### config.mk
export PLATFORM = sky130hd
export DESIGN_NAME = sdad_core
export DESIGN_NICKNAME = d
export VERILOG_FILES = /design/src/inc/sdad_pkg.sv /design/src/core/sdad_sync.sv /design/src/core/sdad_core.sv
export VERILOG_INCLUDE_DIRS = /design/src /design/src/inc
export SDC_FILE = /design/constraint.sdc
export NUM_CORES = 1
export LEC_CHECK = 0
export BUFFER_PORTS_ARGS = -buffer_cell sky130_fd_sc_hd__buf_2
export CELL_PAD_IN_SITES_DETAIL_PLACEMENT = 0
export CELL_PAD_IN_SITES_GLOBAL_PLACEMENT = 1
export CORE_MARGIN = 2
export CORE_UTILIZATION = 43
export CTS_CLUSTER_SIZE = 40
export DETAILED_ROUTE_END_ITERATION = 12
export HOLD_SLACK_MARGIN = 0.03
export PLACE_DENSITY_LB_ADDON = 0.3
export SYNTH_ARGS = -nofsm -noshare
export SYNTH_HDL_FRONTEND = slang
export SYNTH_HIERARCHICAL = 1
export SYNTH_SLANG_ARGS = --single-unit
### constraint.sdc
create_clock -name clk_in -period 3.7 [get_ports clk_in]
set_clock_uncertainty 0.2 [all_clocks]
set_input_delay 0.925 -clock clk_in [delete_from_list [all_inputs] [get_ports clk_in]]
set_output_delay 0.925 -clock clk_in [all_outputs]
set_load 0.005 [all_outputs]
### src/inc/sdad_cfg.svh
// Purpose: Named constants for the stall detection and auto-check block
// Assumes: 125 MHz clock
// Notes:   Included by bare name
`ifndef SDAD_CFG_SVH
`define SDAD_CFG_SVH
`define SDAD_CLK_MHZ        125
`define SDAD_BEMF_W         5
`define SDAD_THR_W          4
`define SDAD_TO_W           8
`define SDAD_SP_W           8
`define SDAD_STALL_RUNS     2'h2
`define SDAD_BACKOFF_STEPS  3'h3
`define SDAD_DEAD_MS        2
`define SDAD_DEAD_CYC       (`SDAD_DEAD_MS * 1000 * `SDAD_CLK_MHZ)
`define SDAD_TO_PWM_PER_CNT 3'h4
`define SDAD_SP_US          20
`define SDAD_SP_CYC         (`SDAD_SP_US * `SDAD_CLK_MHZ)
`define SDAD_SP_MAX         8'hff
`endif

### src/inc/sdad_pkg.sv
// Purpose: Types for the stall detection and auto-check block
// Assumes: Nothing
// Notes:   Holds types only
package sdad_pkg;
  typedef enum logic [1:0] {
    SDAD_DG_IDLE = 2'b00,
    SDAD_DG_WAIT = 2'b01,
    SDAD_DG_EVAL = 2'b10
  } sdad_diag_e;
endpackage : sdad_pkg

### src/core/sdad_sync.sv
// Purpose: Three-stage input synchroniser with agreement filter
// Assumes: Asynchronous input
// Notes:   First stage feeds only the second stage
`timescale 1ns/1ps
`default_nettype none
module sdad_sync (
  input  wire logic clk_in,
  input  wire logic sys_rst_in,
  input  wire logic async_in,
  output var  logic sync_out
);
  logic s1_r;
  logic s2_r;
  logic s3_r;
  // Output only changes once stages two and three agree
  always_ff @(posedge clk_in)
  begin
    if (sys_rst_in)
    begin
      s1_r     <= 1'b0;
      s2_r     <= 1'b0;
      s3_r     <= 1'b0;
      sync_out <= 1'b0;
    end
    else
    begin
      s1_r <= async_in;
      s2_r <= s1_r;
      s3_r <= s2_r;
      if (s2_r == s3_r)
        sync_out <= s3_r;
    end
  end
endmodule : sdad_sync
`default_nettype wire

### src/core/sdad_core.sv
// Purpose: Back-EMF sampling, stall and hold-motion detection, auto open/short check
// Assumes: Sample strobes and comparator results arrive from same-clock logic
// Notes:   Direction pin comes from outside and is synchronised here
`timescale 1ns/1ps
`default_nettype none
`include "sdad_cfg.svh"
// What this block does
// - Sample back-EMF during zero crossing, drop samples taken in other coil's on phase
// - Store each kept sample as a 5-bit back-EMF code
// - Flag result ready when a conversion completes
// - Normal mode exposes only the last sample before zero crossing ends
// - Continuous mode updates the value with every kept sample
// - Timeout forces a sample; units of four PWM periods; zero disables
// - At zero-crossing end compare the last sample with the threshold
// - Threshold zero disables stall detection
// - Two successive low crossings set stall, assert error, back off 135 degrees
// - Reading status register 1 clears stall and releases error
// - After stall clear ignore steps until direction changes
// - In hold at single-coil full step, back-EMF at or above threshold flags motion
// - No hold motion detection when hold current is zero
// - Measure and detect only while step period is within limit
// - Step period counts 20 us per count, saturating at full scale
// - Set sign flag on wrong polarity; report sign and coil
// - Threshold index picks a level linear in index, scaled by gain select
// - Auto check after power-up and on enable rise when enabled
// - Any short clears bridge drive and blocks normal mode
// - Auto check waits 2 ms dead time, aborts on deep under-voltage
// - Result ready gated by its enable joins the error output
// - Encode short and open summary plus per-transistor short bits
module sdad_core #(
  parameter int unsigned DEAD_CYC = `SDAD_DEAD_CYC,
  parameter int unsigned SP_CYC   = `SDAD_SP_CYC
) (
  input  wire logic                    clk_in,
  input  wire logic                    sys_rst_in,
  input  wire logic                    pwm_period_in,
  input  wire logic                    x_target_zero_in,
  input  wire logic                    y_target_zero_in,
  input  wire logic                    x_pwm_on_in,
  input  wire logic                    y_pwm_on_in,
  input  wire logic                    sample_strobe_in,
  input  wire logic [`SDAD_BEMF_W-1:0] sample_code_in,
  input  wire logic                    sample_sign_bad_in,
  input  wire logic                    step_pulse_in,
  input  wire logic                    dir_pin_in,
  input  wire logic                    hold_mode_in,
  input  wire logic                    full_step_single_in,
  input  wire logic [3:0]              standstill_current_level_in,
  input  wire logic                    continuous_sampling_enable_in,
  input  wire logic [`SDAD_THR_W-1:0]  stall_threshold_in,
  input  wire logic [`SDAD_TO_W-1:0]   stall_timeout_in,
  input  wire logic [`SDAD_SP_W-1:0]   step_period_limit_in,
  input  wire logic                    back_emf_scale_select_in,
  input  wire logic                    back_emf_irq_enable_in,
  input  wire logic                    status1_read_in,
  input  wire logic                    bemf_read_in,
  input  wire logic                    fault_read_in,
  input  wire logic                    bridge_drive_set_in,
  input  wire logic                    bridge_drive_clr_in,
  input  wire logic                    autocheck_on_enable_in,
  input  wire logic                    uv3_in,
  input  wire logic                    x_open_sense_in,
  input  wire logic [3:0]              x_short_sense_in,
  output var  logic [`SDAD_BEMF_W-1:0] back_emf_value_out,
  output var  logic                    back_emf_sign_out,
  output var  logic                    back_emf_coil_out,
  output var  logic                    back_emf_result_ready_out,
  output var  logic                    stall_out,
  output var  logic [`SDAD_SP_W-1:0]   step_period_measure_out,
  output var  logic [4:0]              threshold_level_out,
  output var  logic                    step_accept_out,
  output var  logic                    backoff_step_out,
  output var  logic                    bridge_drive_on_out,
  output var  logic                    autocheck_busy_out,
  output var  logic                    short_flag_out,
  output var  logic                    open_flag_out,
  output var  logic                    x_coil_open_flag_out,
  output var  logic                    x_pos_low_side_short_out,
  output var  logic                    x_neg_low_side_short_out,
  output var  logic                    x_pos_high_side_short_out,
  output var  logic                    x_neg_high_side_short_out,
  output var  logic                    error_out_n
);
  typedef struct packed {
    logic [`SDAD_BEMF_W-1:0] val;
    logic                    sgn;
    logic                    coil;
    logic [`SDAD_BEMF_W-1:0] last;
    logic                    have;
    logic                    rdy;
    logic                    stall;
    logic [1:0]              low_cnt;
    logic                    dir_lock;
    logic                    dir_seen;
    logic [2:0]              back_cnt;
    logic                    zc_x;
    logic                    zc_y;
    logic                    timed;
    logic [1:0]              pwm_div;
    logic [`SDAD_TO_W-1:0]   to_cnt;
    logic [31:0]             sp_tick;
    logic [`SDAD_SP_W-1:0]   sp_run;
    logic [`SDAD_SP_W-1:0]   sp;
    logic                    drive;
    logic                    boot;
    sdad_pkg::sdad_diag_e    dg;
    logic [31:0]             dg_cnt;
    logic                    opn;
    logic [3:0]              shr;
  } sdad_state_s;

  sdad_state_s st_r;
  sdad_state_s st_nxt;
  logic        dir_sync;

  // Direction pin comes from outside the clock domain
  sdad_sync u_dir_sync (
    .clk_in     (clk_in),
    .sys_rst_in (sys_rst_in),
    .async_in   (dir_pin_in),
    .sync_out   (dir_sync)
  );

  // Upper bits of the code against the threshold
  function automatic logic below_thr(input logic [`SDAD_BEMF_W-1:0] code,
                                     input logic [`SDAD_THR_W-1:0] thr);
    below_thr = code[`SDAD_BEMF_W-1:1] < thr;
  endfunction : below_thr

  logic zc_any;
  logic zc_prev;
  logic zc_end;
  logic speed_ok;
  logic keep;
  logic to_hit;
  logic do_eval;
  logic thr_on;
  logic hold_watch;
  logic dg_done;

  // Combinational helpers for the sampling window
  always_comb
  begin
    zc_any     = x_target_zero_in | y_target_zero_in;
    zc_prev    = st_r.zc_x | st_r.zc_y;
    zc_end     = (st_r.zc_x & ~x_target_zero_in) | (st_r.zc_y & ~y_target_zero_in);
    speed_ok   = st_r.sp <= step_period_limit_in;
    // Discard samples while the opposite coil's switches conduct
    keep       = sample_strobe_in & speed_ok &
                 ((x_target_zero_in & ~y_pwm_on_in) | (y_target_zero_in & ~x_pwm_on_in));
    to_hit     = (stall_timeout_in != 8'h00) & zc_prev & ~st_r.timed &
                 pwm_period_in & (st_r.pwm_div == 2'h3) &
                 (st_r.to_cnt + 8'h01 >= stall_timeout_in);
    do_eval    = (zc_end | to_hit) & st_r.have & speed_ok;
    thr_on     = stall_threshold_in != 4'h0;
    hold_watch = hold_mode_in & full_step_single_in &
                 (standstill_current_level_in != 4'h0);
    dg_done    = st_r.dg_cnt >= DEAD_CYC - 1;
  end

  // Next state of the whole block
  always_comb
  begin
    st_nxt      = st_r;
    st_nxt.zc_x = x_target_zero_in;
    st_nxt.zc_y = y_target_zero_in;

    // Timeout counter in units of four PWM periods
    if (!zc_any)
    begin
      st_nxt.pwm_div = 2'h0;
      st_nxt.to_cnt  = 8'h00;
      st_nxt.timed   = 1'b0;
    end
    else if (pwm_period_in)
    begin
      st_nxt.pwm_div = st_r.pwm_div + 2'h1;
      if (st_r.pwm_div == 2'h3 && st_r.to_cnt != 8'hff)
        st_nxt.to_cnt = st_r.to_cnt + 8'h01;
    end

    // Sample capture; continuous mode shows every kept sample
    if (keep)
    begin
      st_nxt.last = sample_code_in;
      st_nxt.have = 1'b1;
      st_nxt.sgn  = sample_sign_bad_in;
      st_nxt.coil = y_target_zero_in & ~x_target_zero_in;
      if (continuous_sampling_enable_in)
      begin
        st_nxt.val = sample_code_in;
        st_nxt.rdy = 1'b1;
      end
    end

    // Software read clears ready; a new result in the same cycle wins
    if (bemf_read_in && !(keep && continuous_sampling_enable_in))
      st_nxt.rdy = 1'b0;

    // Status read clears stall first, so a stall raised below in this cycle wins
    if (status1_read_in && st_r.stall)
    begin
      st_nxt.stall    = 1'b0;
      st_nxt.dir_lock = 1'b1;
      st_nxt.dir_seen = dir_sync;
    end

    // Evaluation at the end of the crossing or on timeout
    if (do_eval)
    begin
      st_nxt.val  = st_r.last;
      st_nxt.rdy  = 1'b1;
      st_nxt.have = 1'b0;
      if (to_hit)
        st_nxt.timed = 1'b1;
      if (thr_on && !hold_mode_in)
      begin
        if (below_thr(st_r.last, stall_threshold_in))
        begin
          st_nxt.low_cnt = st_r.low_cnt + 2'h1;
          if (st_r.low_cnt + 2'h1 >= `SDAD_STALL_RUNS)
          begin
            st_nxt.stall    = 1'b1;
            st_nxt.low_cnt  = 2'h0;
            st_nxt.back_cnt = `SDAD_BACKOFF_STEPS;
          end
        end
        else
          st_nxt.low_cnt = 2'h0;
      end
      else if (thr_on && hold_watch && !below_thr(st_r.last, stall_threshold_in))
        st_nxt.stall = 1'b1;
    end
    else if (zc_end)
      st_nxt.have = 1'b0;

    // Back-off steps run in opposite direction, one per PWM period
    if (st_r.back_cnt != 3'h0 && pwm_period_in)
      st_nxt.back_cnt = st_r.back_cnt - 3'h1;
    if (st_r.dir_lock && dir_sync != st_r.dir_seen)
      st_nxt.dir_lock = 1'b0;

    // Step period measurement, saturating
    if (st_r.sp_tick >= SP_CYC - 1)
    begin
      st_nxt.sp_tick = 32'h0;
      if (st_r.sp_run != `SDAD_SP_MAX)
        st_nxt.sp_run = st_r.sp_run + 8'h01;
    end
    else
      st_nxt.sp_tick = st_r.sp_tick + 32'h1;
    if (step_pulse_in)
    begin
      st_nxt.sp      = st_r.sp_run;
      st_nxt.sp_run  = 8'h00;
      st_nxt.sp_tick = 32'h0;
    end

    // Bridge drive and automatic check sequencing
    if (bridge_drive_clr_in)
      st_nxt.drive = 1'b0;
    else if (bridge_drive_set_in && !st_r.drive)
    begin
      st_nxt.drive = 1'b1;
      if (autocheck_on_enable_in && !uv3_in)
      begin
        st_nxt.dg     = sdad_pkg::SDAD_DG_WAIT;
        st_nxt.dg_cnt = 32'h0;
      end
    end
    if (fault_read_in)
    begin
      st_nxt.opn = 1'b0;
      st_nxt.shr = 4'h0;
    end
    case (st_r.dg)
      sdad_pkg::SDAD_DG_IDLE:
      begin
        if (st_r.boot && !uv3_in)
        begin
          st_nxt.boot   = 1'b0;
          st_nxt.dg     = sdad_pkg::SDAD_DG_WAIT;
          st_nxt.dg_cnt = 32'h0;
        end
      end
      sdad_pkg::SDAD_DG_WAIT:
      begin
        st_nxt.dg_cnt = st_r.dg_cnt + 32'h1;
        if (uv3_in)
          st_nxt.dg = sdad_pkg::SDAD_DG_IDLE;
        else if (dg_done)
          st_nxt.dg = sdad_pkg::SDAD_DG_EVAL;
      end
      sdad_pkg::SDAD_DG_EVAL:
      begin
        st_nxt.dg  = sdad_pkg::SDAD_DG_IDLE;
        st_nxt.opn = x_open_sense_in;
        st_nxt.shr = x_short_sense_in;
        if (x_short_sense_in != 4'h0)
          st_nxt.drive = 1'b0;
      end
      default:
        st_nxt.dg = sdad_pkg::SDAD_DG_IDLE;
    endcase
  end

  // State register
  always_ff @(posedge clk_in)
  begin
    if (sys_rst_in)
    begin
      st_r      <= '0;
      st_r.boot <= 1'b1;
      st_r.dg   <= sdad_pkg::SDAD_DG_IDLE;
    end
    else
      st_r <= st_nxt;
  end

  // Outputs from state and live inputs; error output is low when stall, short or open is set, or ready with its enable
  always_comb
  begin
    back_emf_value_out        = st_r.val;
    back_emf_sign_out         = st_r.sgn;
    back_emf_coil_out         = st_r.coil;
    back_emf_result_ready_out = st_r.rdy;
    stall_out                 = st_r.stall;
    step_period_measure_out   = st_r.sp;
    threshold_level_out       = back_emf_scale_select_in ?
                                {stall_threshold_in, 1'b0} : {1'b0, stall_threshold_in};
    step_accept_out           = step_pulse_in & ~st_r.stall & ~st_r.dir_lock &
                                (st_r.back_cnt == 3'h0);
    backoff_step_out          = (st_r.back_cnt != 3'h0) & pwm_period_in;
    // Drive only in normal mode: never while a check runs
    bridge_drive_on_out       = st_r.drive & (st_r.dg == sdad_pkg::SDAD_DG_IDLE) &
                                ~st_r.boot;
    autocheck_busy_out        = st_r.dg != sdad_pkg::SDAD_DG_IDLE;
    short_flag_out            = st_r.shr != 4'h0;
    open_flag_out             = st_r.opn;
    x_coil_open_flag_out      = st_r.opn;
    x_pos_low_side_short_out  = st_r.shr[3];
    x_neg_low_side_short_out  = st_r.shr[2];
    x_pos_high_side_short_out = st_r.shr[1];
    x_neg_high_side_short_out = st_r.shr[0];
    error_out_n               = ~(st_r.stall | (st_r.shr != 4'h0) | st_r.opn |
                                  (back_emf_irq_enable_in & st_r.rdy));
  end

  a_stall_err: assert property (@(posedge clk_in) disable iff (sys_rst_in)
    st_r.stall |-> !error_out_n) else $error("stall without error output");
  a_stall_clr: assert property (@(posedge clk_in) disable iff (sys_rst_in)
    (st_r.stall && status1_read_in && !do_eval) |=> !st_r.stall) else $error("stall not cleared");
  a_dir_lock: assert property (@(posedge clk_in) disable iff (sys_rst_in)
    st_r.dir_lock |-> !step_accept_out) else $error("step accepted while locked");
  a_thr_zero: assert property (@(posedge clk_in) disable iff (sys_rst_in)
    (!thr_on && !st_r.stall && !status1_read_in) |=> !$rose(st_r.stall))
    else $error("stall with zero threshold");
  a_norm_val: assert property (@(posedge clk_in) disable iff (sys_rst_in)
    (!continuous_sampling_enable_in && !do_eval) |=> $stable(st_r.val))
    else $error("value moved outside evaluation");
  a_cont_val: assert property (@(posedge clk_in) disable iff (sys_rst_in)
    (keep && continuous_sampling_enable_in && !do_eval) |=> st_r.val == $past(sample_code_in))
    else $error("continuous value not updated");
  a_rdy_set: assert property (@(posedge clk_in) disable iff (sys_rst_in)
    do_eval |=> st_r.rdy) else $error("ready not set");
  a_short_off: assert property (@(posedge clk_in) disable iff (sys_rst_in)
    (st_r.dg == sdad_pkg::SDAD_DG_EVAL && x_short_sense_in != 4'h0) |=> !bridge_drive_on_out)
    else $error("drive on after short");
  a_uv_abort: assert property (@(posedge clk_in) disable iff (sys_rst_in)
    (st_r.dg == sdad_pkg::SDAD_DG_WAIT && uv3_in) |=> st_r.dg == sdad_pkg::SDAD_DG_IDLE)
    else $error("check not aborted");
endmodule : sdad_core
`default_nettype wire

==> out/qor.csv <==
metric,value,unit
drt_iter0_drc,290,
wirelength,13.8,mm
max_cap_viol_count,0,
synth.area.mux_share,3.83,%
crit_path_max_fanout,9,
cts.path.max_buffers,2,
die_area,15300,sq um
tns,0,ns
gr-usage-all-layers,19.0,%
final_antenna_net_count,0,
vias_per_cell,5.31,
final-hold-violation-count,0,
final_common_cell,dfxtp_1,
cp.required,3.81,ns
die_w,124,um
hpwl,9.98,mm
hold_class,flip-flop to flip-flop,
synth_xor_area_share,3.71,%
cts_hold_repair.buffers,0,
crit_family,simple AND/OR/NAND/NOR gates,
post-place-ws,0.420,ns
clock-sinks,128,
syn_to_final_growth,19.1,%
setup_viol,0,
synth_compound_area_share,16.5,%
crit_path_start_kind,flip-flop,
htreeDepth,4,
wl_met2,6.60,mm
antenna_found_initial,0,
cts_setup_buffers,0,
layout-drive-gt1-share,18.8,%
outcome,finished clean,
p_leak,3.14,nW
dr_total_vias,5287,
synthArstFlopShare,0,%
arrival,3.43,ns
numCtsBuffers,17,
path_clk_slew,0.06,ns
yosysSeqAreaShare,41.7,%
drv_slew,0,
avgRoutedWirePerCell,13.8,um
post-route-period-util,89.8,%
worst_pin_slew,0.771,ns
clockRootBuffer,clkbuf_16,
route.detailed.drc,0,
antenna_cells,0,
r2r_start,st_r[89],
cp_cell_sequence,ha_1 > and3_1 > and3_1 > xor2_1 > ha_1 > nand2_1 > or4_4 > a31oi_4 > nand4b_2 > mux2_4,
worstHoldStart,u_dir_sync/s1_r,
cts_resized,0,
nNetsFinal,886,
grt_first_pass_wirelength,22.9,mm
first_pass_iters,4,
overflow,0,
grt_pass1_vias,5083,
max_stage_delay,0.56,ns
syn_area,6140,sq um
yosysWarnings,6,
worst_slew_margin_rel,48.6,%
synth_top_family_by_area,simple AND/OR/NAND/NOR gates,
ys_types,63,
finalPower,3.41,mW
post-route-min-period,3.32,ns
syn_inst,708,
ys_seq_elements,128,
start_util,44.1,%
wl_met1,6.23,mm
power.density,466,nW/um^2
num_rows,43,
portBuffers,90,
highest_layer,met4,
synth-simple-area-share,22.7,%
crit_buf_inv,0,
worstSetupPathType,flip-flop to flip-flop,
rsz0062_at_grt,no,
synth_edf_count,0,
clock_latency,0.42,ns
tritoncts,done,
fillers,1282,
die_y,124,um
core_area,13900,sq um
syn_area_per_cell,8.68,sq um
clock.fmax,0.301,GHz
synthFlopType,dfxtp_1,
worst_slack,0.376,ns
cp-end-kind,flip-flop,
cp-startpoint,st_r[89],
vdd_drop_max,0.000343,V
dr_wl_met3,722,um
place.gp.congestion,0.810,
io-pin-count,91,
synthAdderAreaFrac,5.50,%
final_cell_mix,"dfxtp_1 (128), buf_2 (90), nor2_1 (84)",
critPathSlowestCell,or4_4,
grt_max_degree,40,
## metal layers
metal	vias to the layer above	GRT usage, %
li1	2690	-
met1	2469	22.5
met2	112	32.5
met3	16	4.94
met4	0	7.67
met5	-	0
## final timing paths
path | endpoint | slack [ns] | depth (start not counted)
setup / recovery | st_r[107] | 0.38 | 10
hold reg to reg | u_dir_sync/s2_r | 0.25 | 1
setup reg to reg | st_r[107] | 0.38 | 10
hold / removal | u_dir_sync/s2_r | 0.25 | 1
## sequential cells by signal (all words and copies together), names as in the netlist
name / count
back_emf_coil_out: 1
back_emf_result_ready_out: 1
back_emf_sign_out: 1
back_emf_value_out: 5
open_flag_out: 1
st_r: 102
stall_out: 1
step_period_measure_out: 8
u_dir_sync/s1_r: 1
u_dir_sync/s2_r: 1
u_dir_sync/s3_r: 1
u_dir_sync/sync_out: 1
x_neg_high_side_short_out: 1
x_neg_low_side_short_out: 1
x_pos_high_side_short_out: 1
x_pos_low_side_short_out: 1
## cells in the mapped netlist (5+ instances only)
cell / instances / share of area [%]
xor2_1: 11 / 1.6
buf_2: 6 / 0.49
nand2b_1: 5 / 0.51
or4_1: 5 / 0.61
clkbuf_1: 16 / 0.98
nor2b_1: 10 / 1.0
inv_1: 36 / 2.2
a31oi_1: 14 / 1.4
a22oi_1: 5 / 0.61
and3_1: 20 / 2.0
nand3_1: 25 / 2.0
mux2i_1: 22 / 3.6
buf_4: 17 / 2.1
a21oi_1: 49 / 4.0
xnor2_1: 15 / 2.1
nand2_1: 45 / 2.8
dfxtp_1: 128 / 42
a211oi_1: 8 / 0.98
nor3_1: 9 / 0.73
o21ai_0: 43 / 3.5
nor2_1: 84 / 5.1
a31o_2: 6 / 0.86
nor4_1: 16 / 1.6
nor3b_1: 10 / 1.2
nand4_1: 10 / 1.0
ha_1: 27 / 5.5
## final cells by class
| type | count | area (sq um) | share of cell area [%] |
|---|---|---|---|
| clock buffers | 20 | 457 | 6.24 |
| clock inverters | 12 | 135 | 1.85 |
| inverters | 36 | 135 | 1.85 |
| multi-input cells | 520 | 3280 | 44.9 |
| flip-flops and latches | 128 | 2560 | 35.0 |
| well taps | 180 | 225 | 3.08 |
| repair buffers | 99 | 518 | 7.08 |
## worst register-to-register path: stages (launching register included)
cell and delay (ns):
dfxtp_1 0.41, ha_1 0.23, and3_1 0.24, and3_1 0.28, xor2_1 0.09, ha_1 0.28, nand2_1 0.06, or4_4 0.56
a31oi_4 0.37, nand4b_2 0.17, mux2_4 0.32
## through the flow
stage | instance area (sq um) | utilization [%] | hold slack, ns | std cells
floorplan | 6210 | - | 0.214 | 727
global placement | 6720 | 48.3 | 0.233 | 963
detailed placement | 6720 | 48.3 | 0.234 | 963
CTS | 7320 | 52.5 | 0.255 | 995
global route | 7320 | 52.5 | 0.266 | 995
finish | 7320 | 52.5 | 0.255 | 995
## kinds of logic after synthesis
family,after synthesis
compound gates,159
flops,128
mux,23
fa+ha+maj,27
xor+xnor,26
buf+inv,79
other cells,1
simple gates,265
## report_power, final
part | total, mW | internal, mW | switching (mW) | leakage [nW]
Sequential | 1.44 | 1.42 | 0.0216 | 1.04
Combinational | 0.313 | 0.130 | 0.182 | 1.81
Clock | 1.65 | 1.03 | 0.626 | 0.279
Total | 3.41 | 2.58 | 0.830 | 3.14
(Power assumes the default switching activity.)
